$ cat src/hubctl_pkg.sv
// package with constants for the hub port enable controller
// Operation
// RULE1 - hub enable inputs are active high and default enabled by a pullup
// RULE2 - a low enable isolates that port's data and clock lines from the hub
// RULE3 - the enable driver changes an enable only while hub and port are idle
// RULE4 - enable inputs may be wire-ORed from several open-drain drivers
// RULE5 - four open-drain link lines are shared by all hubs as one bus
// RULE6 - the master port has no enable and always belongs to the hub
// RULE7 - each enabled port joins the master port, each disabled one is cut off
// RULE8 - a falling port line drives the first link line low and pulls other ports
// RULE9 - data link lines follow port data lines at two thresholds
// RULE10 - clock link lines follow port clock lines at the same two thresholds
// RULE11 - second data link line releases when last externally held line rises
// RULE12 - the last rising data line is held at repeater low until decided
// RULE13 - first data link line releases after the second, on time or threshold
// RULE14 - remaining port data lines rise only after both data link lines high
// RULE15 - the same release order applies to the clock lines
// RULE16 - external drivers must pull lower than the repeater low to arbitrate
// RULE17 - only externally driven lows count toward link lines and last-rise
package hubctl_pkg;
  localparam int          NPORT     = 4;     // ports with an enable pin
  localparam int          CLK_NS    = 4;     // mclk period
  localparam int          HOLD_NS   = 300;   // enable hold after a stop
  localparam int          SETUP_NS  = 300;   // enable setup before a start
  // least times round up to whole cycles
  localparam int          IDLE_NS   = (HOLD_NS > SETUP_NS) ? HOLD_NS : SETUP_NS;
  localparam int          IDLE_CYC  = (IDLE_NS + CLK_NS - 1) / CLK_NS;
  localparam int          CNT_W     = 8;
  localparam logic [3:0]  EN_RESET  = 4'hf;  // pullup default: all enabled
endpackage

$ cat src/hubctl_idle_mon.sv
// bus idle monitor for one clock and data line pair
`timescale 1ns/100ps
module hubctl_idle_mon #(
  parameter int IDLE_CYC = hubctl_pkg::IDLE_CYC
) (
  input  wire logic mclk,
  input  wire logic reset,
  input  wire logic scl_in,
  input  wire logic sda_in,
  output logic      idle_q
);
  import hubctl_pkg::*;

  typedef enum logic [1:0] {
    MON_SETTLE = 2'b00,
    MON_BUSY   = 2'b01,
    MON_IDLE   = 2'b10
  } hubctl_mon_state_t;

  logic [2:0]        scl_sync_q;
  logic [2:0]        sda_sync_q;
  logic              start_det;
  logic              stop_det;
  logic              both_high;
  hubctl_mon_state_t state_q, state_d;
  logic [CNT_W-1:0]  cnt_q, cnt_d;
  logic              idle_d;

  // two flops before use; third stage only for edge detection
  always_ff @(posedge mclk or posedge reset) begin
    if (reset) begin
      scl_sync_q <= 3'h7;
      sda_sync_q <= 3'h7;
    end else begin
      scl_sync_q <= {scl_sync_q[1:0], scl_in};
      sda_sync_q <= {sda_sync_q[1:0], sda_in};
    end
  end

  // start and stop are data edges while clock stays high
  assign both_high = scl_sync_q[1] & sda_sync_q[1];
  assign start_det = scl_sync_q[1] & scl_sync_q[2] & sda_sync_q[2] & ~sda_sync_q[1];
  assign stop_det  = scl_sync_q[1] & scl_sync_q[2] & ~sda_sync_q[2] & sda_sync_q[1];

  // after reset the bus state is unknown, so it must first stay high for a while
  always_comb begin
    state_d = state_q;
    cnt_d   = cnt_q;
    unique case (state_q)
      MON_SETTLE: begin
        if (!both_high || start_det) begin
          state_d = MON_BUSY;
          cnt_d   = '0;
        end else if (cnt_q == CNT_W'(IDLE_CYC - 1)) begin
          state_d = MON_IDLE;
        end else begin
          cnt_d = cnt_q + CNT_W'(1);
        end
      end
      MON_BUSY: begin
        if (stop_det) begin
          state_d = MON_SETTLE;
          cnt_d   = '0;
        end
      end
      MON_IDLE: begin
        // any low ends idle; a start always begins with a data fall
        if (!both_high) begin
          state_d = MON_BUSY;
        end
      end
    endcase
    idle_d = (state_d == MON_IDLE);
  end

  always_ff @(posedge mclk or posedge reset) begin
    if (reset) begin
      state_q <= MON_SETTLE;
      cnt_q   <= '0;
      idle_q  <= 1'b0;
    end else begin
      state_q <= state_d;
      cnt_q   <= cnt_d;
      idle_q  <= idle_d;
    end
  end

  chk_start_ends_idle: assert property (@(posedge mclk) disable iff (reset) // [RULE3]
    start_det |=> !idle_q) else $error("idle still shown after a start");
  chk_idle_needs_high: assert property (@(posedge mclk) disable iff (reset) // [RULE3]
    $rose(idle_q) |-> $past(both_high, 1) && $past(both_high, 2))
    else $error("idle raised while a line was low");
  cov_idle_reached: cover property (@(posedge mclk) disable iff (reset) stop_det ##[1:200] idle_q);
endmodule

$ cat src/hubctl_top.sv
// enable controller that gates the hub's switchable ports only while idle
`timescale 1ns/100ps
module hubctl_top #(
  parameter int NPORT    = hubctl_pkg::NPORT,
  parameter int IDLE_CYC = hubctl_pkg::IDLE_CYC
) (
  input  wire logic             mclk,
  input  wire logic             reset,
  input  wire logic [NPORT-1:0] enable_req,
  input  wire logic             master_port_clock_line_in,
  input  wire logic             master_port_data_line_in,
  input  wire logic [NPORT-1:0] port_clock_line_n_in,
  input  wire logic [NPORT-1:0] port_data_line_n_in,
  input  wire logic             hub_data_link_first_in,
  input  wire logic             hub_clock_link_first_in,
  input  wire logic [NPORT-1:0] port_enable_n_in,
  output logic      [NPORT-1:0] port_enable_n_o,
  output logic      [NPORT-1:0] port_enable_n_oe,
  output logic      [NPORT-1:0] enable_state_q,
  output logic      [NPORT-1:0] enable_seen_q,
  output logic                  hub_idle_q,
  output logic                  change_done_q
);
  import hubctl_pkg::*;

  logic [1:0]       link_sync_q [2];
  logic             link_high;
  logic [NPORT-1:0] en_sync1_q;
  logic [NPORT-1:0] en_sync2_q;
  logic             master_idle;
  logic [NPORT-1:0] local_idle;
  logic [NPORT-1:0] apply;
  logic [NPORT-1:0] state_d;
  logic [NPORT-1:0] oe_d;
  logic             hub_idle_d;
  logic             change_d;

  // link lines are only watched, never driven: another hub may own them
  always_ff @(posedge mclk or posedge reset) begin
    if (reset) begin
      link_sync_q[0] <= 2'h3;
      link_sync_q[1] <= 2'h3;
      en_sync1_q     <= '1;
      en_sync2_q     <= '1;
    end else begin
      link_sync_q[0] <= {link_sync_q[0][0], hub_data_link_first_in};
      link_sync_q[1] <= {link_sync_q[1][0], hub_clock_link_first_in};
      en_sync1_q     <= port_enable_n_in;
      en_sync2_q     <= en_sync1_q;
    end
  end

  // any hub pulling a first link line means traffic somewhere on the hub
  assign link_high = link_sync_q[0][1] & link_sync_q[1][1]; // [RULE5]

  // the master port is always in the hub, so it sees all global traffic
  hubctl_idle_mon #(
    .IDLE_CYC (IDLE_CYC)
  ) u_master_mon (
    .mclk     (mclk),
    .reset    (reset),
    .scl_in   (master_port_clock_line_in),
    .sda_in   (master_port_data_line_in),
    .idle_q   (master_idle)
  ); // [RULE6]

  // each spoke segment is watched on its own, even while isolated
  for (genvar i = 0; i < NPORT; i++) begin : g_port
    hubctl_idle_mon #(
      .IDLE_CYC (IDLE_CYC)
    ) u_local_mon (
      .mclk     (mclk),
      .reset    (reset),
      .scl_in   (port_clock_line_n_in[i]),
      .sda_in   (port_data_line_n_in[i]),
      .idle_q   (local_idle[i])
    );
  end

  // a pending change waits for hub and port to be idle; a request that
  // toggles back meanwhile is simply never applied
  always_comb begin
    hub_idle_d = master_idle & link_high;
    apply      = (enable_req ^ enable_state_q) & local_idle & {NPORT{hub_idle_q}}; // [RULE3]
    state_d    = (enable_state_q & ~apply) | (enable_req & apply); // [RULE3]
    // open drain: pull low to disable, release to let the pullup enable
    oe_d       = ~state_d; // [RULE4]
    change_d   = |apply;
  end

  // pin drive and status are all registered; output value is always low
  always_ff @(posedge mclk or posedge reset) begin
    if (reset) begin
      enable_state_q   <= NPORT'(EN_RESET); // [RULE1]
      port_enable_n_oe <= ~NPORT'(EN_RESET);
      port_enable_n_o  <= '0;
      enable_seen_q    <= NPORT'(EN_RESET);
      hub_idle_q       <= 1'b0;
      change_done_q    <= 1'b0;
    end else begin
      enable_state_q   <= state_d;
      port_enable_n_oe <= oe_d;
      port_enable_n_o  <= '0; // [RULE4]
      enable_seen_q    <= en_sync2_q; // wired level may be low from another driver
      hub_idle_q       <= hub_idle_d;
      change_done_q    <= change_d;
    end
  end

  // per-port checks: each switchable port is judged on its own
  for (genvar i = 0; i < NPORT; i++) begin : g_chk
    chk_change_when_idle: assert property (@(posedge mclk) disable iff (reset) // [RULE3]
      (enable_state_q[i] != $past(enable_state_q[i])) |-> $past(hub_idle_q && local_idle[i]))
      else $error("enable changed while bus busy");
    chk_pending_applied: assert property (@(posedge mclk) disable iff (reset) // [RULE3]
      (enable_req[i] != enable_state_q[i] && hub_idle_q && local_idle[i])
      |=> enable_state_q[i] == $past(enable_req[i]))
      else $error("idle bus but pending enable not applied");
    chk_open_drain_pin: assert property (@(posedge mclk) disable iff (reset) // [RULE4]
      !port_enable_n_o[i] && (port_enable_n_oe[i] == !enable_state_q[i]))
      else $error("enable pin not driven as open drain");

    // a port neither wanted nor enabled stays cut off
    chk_disabled_stays_off: assert property (@(posedge mclk) disable iff (reset) // [RULE2]
      (!enable_req[i] && !enable_state_q[i])
      |=> !enable_state_q[i])
      else $error("disabled port enabled without a request");

    // an enabled port that is still wanted is never dropped
    chk_enabled_stays_on: assert property (@(posedge mclk) disable iff (reset) // [RULE1]
      (enable_req[i] && enable_state_q[i])
      |=> enable_state_q[i])
      else $error("enabled port dropped without a request");

    // with nothing pending the applied level must not move
    chk_no_stray_change: assert property (@(posedge mclk) disable iff (reset) // [RULE3]
      (enable_req[i] == enable_state_q[i])
      |=> $stable(enable_state_q[i]))
      else $error("enable moved with nothing pending");

    // every applied change takes the requested level, never a stale one
    chk_change_follows_req: assert property (@(posedge mclk) disable iff (reset) // [RULE3]
      (enable_state_q[i] != $past(enable_state_q[i]))
      |-> (enable_state_q[i] == $past(enable_req[i])))
      else $error("enable changed to a level not requested");

    // a busy spoke freezes its own bit even when the hub is idle
    chk_local_busy_holds: assert property (@(posedge mclk) disable iff (reset) // [RULE3]
      !local_idle[i]
      |=> $stable(enable_state_q[i]))
      else $error("enable moved while its port was busy");

    // another driver holding the wire low is tolerated, not fought
    chk_wired_low_kept: assert property (@(posedge mclk) disable iff (reset) // [RULE4]
      (enable_state_q[i] && enable_req[i] && !enable_seen_q[i])
      |=> (enable_state_q[i] && !port_enable_n_oe[i]))
      else $error("host reacted to a wired low on an enable pin");

    // our own pull reaches the readback after sync and register
    chk_cut_pin_low: assert property (@(posedge mclk) disable iff (reset) // [RULE2]
      (!$past(reset, 3) && $past(port_enable_n_oe[i], 3))
      |-> !enable_seen_q[i])
      else $error("enable pin reads high while pulled low");
  end

  chk_link_blocks_idle: assert property (@(posedge mclk) disable iff (reset) // [RULE5]
    !link_high |=> !hub_idle_q) else $error("idle shown while link line low");
  chk_busy_holds_state: assert property (@(posedge mclk) disable iff (reset) // [RULE3]
    !hub_idle_q |=> $stable(enable_state_q)) else $error("enable moved while hub busy");

  // hub-wide checks
  // the readback shows the wire level after two sync flops and one register
  chk_seen_follows_pin: assert property (@(posedge mclk) disable iff (reset) // [RULE4]
    !$past(reset, 3)
    |-> (enable_seen_q == $past(port_enable_n_in, 3)))
    else $error("enable readback does not follow the pin");

  // a busy master port alone holds every enable
  chk_master_gates_idle: assert property (@(posedge mclk) disable iff (reset) // [RULE6]
    !master_idle
    |=> !hub_idle_q)
    else $error("idle shown while the master port is busy");

  // idle is only ever shown after the master port was idle
  chk_idle_needs_master: assert property (@(posedge mclk) disable iff (reset) // [RULE6]
    hub_idle_q
    |-> $past(master_idle))
    else $error("idle shown without an idle master port");

  // the clock link line blocks idle just as the data link line does
  chk_clock_link_blocks: assert property (@(posedge mclk) disable iff (reset) // [RULE5]
    !link_sync_q[1][1]
    |=> !hub_idle_q)
    else $error("idle shown while the clock link line is low");

  // idle may only rise after both link lines were seen high
  chk_idle_needs_links: assert property (@(posedge mclk) disable iff (reset) // [RULE5]
    $rose(hub_idle_q)
    |-> $past(link_high))
    else $error("idle raised while a link line was low");

  // the status pulse marks exactly the cycles in which an enable moved
  chk_done_on_change: assert property (@(posedge mclk) disable iff (reset) // [RULE3]
    change_done_q
    |-> (enable_state_q != $past(enable_state_q)))
    else $error("change pulse without an enable change");

  chk_change_has_done: assert property (@(posedge mclk) disable iff (reset) // [RULE3]
    (enable_state_q != $past(enable_state_q))
    |-> change_done_q)
    else $error("enable change without a change pulse");

  // scenario covers
  cov_disable_port: cover property (@(posedge mclk) disable iff (reset)
    change_done_q && (enable_state_q != NPORT'(EN_RESET)));
  cov_reenable_port: cover property (@(posedge mclk) disable iff (reset)
    $rose(enable_state_q[0]));
  cov_wired_low: cover property (@(posedge mclk) disable iff (reset)
    enable_state_q[0] && !enable_seen_q[0]);
  // a request parked behind a busy spoke
  cov_held_while_busy: cover property (@(posedge mclk) disable iff (reset)
    !local_idle[1] && hub_idle_q && (enable_req[1] != enable_state_q[1]));
endmodule

$ cat config.mk
export PLATFORM = sky130hd
export DESIGN_NAME = hubctl_top
export DESIGN_NICKNAME = d
export VERILOG_FILES = /design/src/hubctl_pkg.sv /design/src/hubctl_idle_mon.sv /design/src/hubctl_top.sv
export SDC_FILE = /design/constraint.sdc
export NUM_CORES = 1
export LEC_CHECK = 0
export ABC_CLOCK_PERIOD_IN_PS = 10100
export CORE_MARGIN = 2
export CORE_UTILIZATION = 60
export CTS_BUF_LIST = sky130_fd_sc_hd__clkbuf_4 sky130_fd_sc_hd__clkbuf_8
export CTS_CLUSTER_DIAMETER = 80
export DETAILED_ROUTE_END_ITERATION = 10
export DONT_BUFFER_PORTS = 1
export GPL_ROUTABILITY_DRIVEN = 0
export PLACE_DENSITY = 0.83
export SLEW_MARGIN = 20
export SYNTH_ARGS = -nofsm -noshare
export SYNTH_HDL_FRONTEND = slang
export SYNTH_SLANG_ARGS = --single-unit
$ cat constraint.sdc
create_clock -name mclk -period 10.1 [get_ports mclk]
set_input_delay 1.01 -clock mclk [delete_from_list [all_inputs] [get_ports mclk]]
set_output_delay 1.01 -clock mclk [all_outputs]
set_load 0.1 [all_outputs]
==> impl_metrics.env <==
export IMPL_syn_inst=470
export IMPL_ir_drop_uv=113
export IMPL_syn_area_per_cell_sq_um=11.0
export IMPL_gr_max_usage_layer="met2"
export IMPL_ff2ff_setup_slack_ps=7840
export IMPL_cp_data_arrival_time_ps=1420
export IMPL_synth_top_area_share_pct=29.4
export IMPL_post_dp_cell_area_sq_mm=0.00526
export IMPL_core_area_sq_mm=0.00830
export IMPL_syn2layout_area_growth_pct=5.86
export IMPL_synth_ff_latch_count=111
export IMPL_syn_area_sq_mm=0.00518
export IMPL_synth_seq_area_share_pct=54.8
export IMPL_routed_wirelength_mm=9.01
export IMPL_worstReg2RegEnd="g_port[2].u_local_mon.cnt_q[1]$_DFFE_PP0P_"
export IMPL_grt_met1_usage_pct=27.2
export IMPL_post_cts_resized=0
export IMPL_cts_setup_buffers=0
export IMPL_hold_start="link_sync_q[2]$_DFF_PP1_"
export IMPL_drt_wirelength_per_cell_um=15.5
export IMPL_numCtsBuffers=9
export IMPL_final_antenna_net_count=0
export IMPL_drt_iter0_markers=262
export IMPL_status="finished clean"
export IMPL_tns_ps=0
export IMPL_met2_usage_pct=32.0
export IMPL_insertion_delay_ps=360
export IMPL_final_nets=517
export IMPL_whs_path_depth=0
export IMPL_fin_cells=580
export IMPL_die_w_um=97.0
export IMPL_hold_viol=0
export IMPL_worst_slack_ps=7670
export IMPL_grt_ovfl_total=0
export IMPL_startpoint_type="flip-flop"
export IMPL_grt_first_pass_wirelength_mm=15.6
export IMPL_clockRootBuffer="clkbuf_8"
export IMPL_synth_edf_count=0
export IMPL_drt_first_pass_iters=5
export IMPL_max_slew_margin_pct=29.2
export IMPL_dp_hpwl_mm=6.35
export IMPL_clock_skew_ps=6.08
export IMPL_finalCritPeriodShare_pct=24.1
export IMPL_leakage_nw=2.40
export IMPL_die_height_um=97.0
export IMPL_postCtsHoldBufs=0
export IMPL_grt_setup_unrepaired="no"
export IMPL_row_count=33
export IMPL_critical_path_class="flip-flop to output pin"
export IMPL_worst_pin_slew_ps=1060
export IMPL_initial_core_util_pct=62.5
export IMPL_critPathCaptureType="output pin"
export IMPL_cts_htree_levels=3
export IMPL_grt_max_degree=69
export IMPL_worst_path_stages=0
export IMPL_r2r_start="g_port[2].u_local_mon.cnt_q[0]$_DFFE_PP0P_"
export IMPL_die_area_sq_mm=0.00940
export IMPL_cap_viol_max_count=0
export IMPL_drive_gt1_share_pct=17.7
export IMPL_vias_per_cell=6.08
export IMPL_max_freq_ghz=0.411
export IMPL_grtUsageTotal_pct=20.0
export IMPL_ys_warnings_count=0
export IMPL_first_global_vias=3389
export IMPL_post_place_cells=564
export IMPL_ff2ff_path_depth=6
export IMPL_hold_class="flip-flop to flip-flop"
export IMPL_top_level_ports=40
export IMPL_whs_endpoint="link_sync_q[3]$_DFF_PP1_"
export IMPL_n_antenna_cell=0
export IMPL_crit_fanout=6
export IMPL_whs_ps=359
export IMPL_setup_viol=0
export IMPL_cts_tree="done"
export IMPL_synth_area_leader_cell="dfrtp_1"
export IMPL_post_route_util_pct=66.1
export IMPL_worstPathRequired_ps=9090
export IMPL_antenna_found_initial=0
export IMPL_port_buffers=0
export IMPL_fin_crit_ps=2430
export IMPL_finalPower_mw=1.12
export IMPL_ys_top_cells_by_area="dfrtp_1 (29%), dfstp_2 (25%), ha_1 (6.0%)"
export IMPL_synthFlopType="dfrtp_1"
export IMPL_synth_async_sr_flop_share_pct=100
export IMPL_cts_sinks=111
export IMPL_vias=3524
export IMPL_powerDensity_mw_per_mm2=204
export IMPL_cts_max_path_buffers=2
export IMPL_drc=0
export IMPL_clk_pin_slew_ps=90
export IMPL_ys_types=55
export IMPL_fin_area_sq_mm=0.00549
export IMPL_maxSlewViolCount=0
export IMPL_use_met3_pct=3.47
export IMPL_dpl_worst_slack_ps=7860
synthesized netlist by cell type (3+ instances only):
cell and instances:
dfstp_2 50, mux2i_1 9, a21oi_1 5, clkbuf_1 7
nand4_1 3, nand3b_1 6, nand2_1 39, xor2_1 4
o2bb2ai_1 7, and2_1 6, dfrtp_1 61, a31o_2 5
nand4b_1 4, buf_4 4, a41oi_1 4, a32o_1 13
inv_1 31, nor3b_1 4, mux2_2 4, or2_2 3
nor3_1 7, and3b_1 7, nor2_1 26, o211ai_1 17
a21o_1 5, o21ai_0 12, ha_1 25, nor4_1 7
nand3_1 45, buf_1 3, nand2b_1 10, and2_0 4
placed cells by master (no fill, tap or decap), drive strengths merged, types with 12 or more instances in the layout:
master,instances
a32o,13
clkbuf,12
dfrtp,61
dfstp,50
ha,25
inv,32
nand2,39
nand3,45
nor2,26
o211ai,17
o21ai,13
cells by family after synthesis:
family,after synthesis,share of synthesized area [%]
AND/OR/NAND/NOR,185,19.2
flip-flops,111,54.8
AO/OA/AOI/OAI,84,12.5
buffers and inverters,46,3.76
adder cells (fa/ha/maj),25,6.03
multiplexers,14,2.90
XOR/XNOR,4,0.676
other,1,0.0723
metal layers:
| metal | share of wire, % | vias up |
|---|---|---|
| met2 | 48 | 90 |
| li1 | - | 1684 |
| met3 | 4.9 | 22 |
| met4 | 1.9 | 0 |
| met5 | 0 | - |
| met1 | 46 | 1728 |
final cells by class:
| cell class | instances | area, sq um |
|---|---|---|
| clock inverters | 4 | 77.6 |
| repair buffers | 1 | 7.51 |
| well taps | 105 | 131 |
| multi-input cells | 316 | 2160 |
| fillers | 619 | 2810 |
| flip-flops and latches | 111 | 2840 |
| clock buffers | 12 | 153 |
| inverters | 31 | 119 |
state kept, by name, summed over array words and instances, names as in the netlist, 2 cells and up:
signal and count:
u_master_mon.scl_sync_q 3, g_port.u_local_mon.idle_q 4, u_master_mon.cnt_q 8, enable_seen_q 4, port_enable_n_oe 4, en_sync1_q 4, link_sync_q 4, g_port.u_local_mon.state_q 8
en_sync2_q 4, g_port.u_local_mon.sda_sync_q 12, g_port.u_local_mon.scl_sync_q 12, g_port.u_local_mon.cnt_q 32, enable_state_q 4, u_master_mon.sda_sync_q 3, u_master_mon.state_q 2
worst max-delay path by stage:
stage | start | slack [ps] | end
2_1_floorplan | reset | 6240 | change_done_q$_DFF_PP0_
6_report | hub_idle_q$_DFF_PP0_ | 7670 | hub_idle_q
4_1_cts | hub_idle_q$_DFF_PP0_ | 7660 | hub_idle_q
3_3_place_gp | reset | 7920 | g_port[0].u_local_mon.cnt_q[0]$_DFFE_PP0P_
3_5_place_dp | reset | 7860 | g_port[0].u_local_mon.cnt_q[3]$_DFFE_PP0P_
5_1_grt | hub_idle_q$_DFF_PP0_ | 7630 | hub_idle_q
power breakdown:
group	switching (mW)	total, mW	internal [mW]
Sequential	0.0420	0.527	0.485
Combinational	0.191	0.300	0.109
Clock	0.140	0.293	0.153
Power figures use the tool's default switching activity.
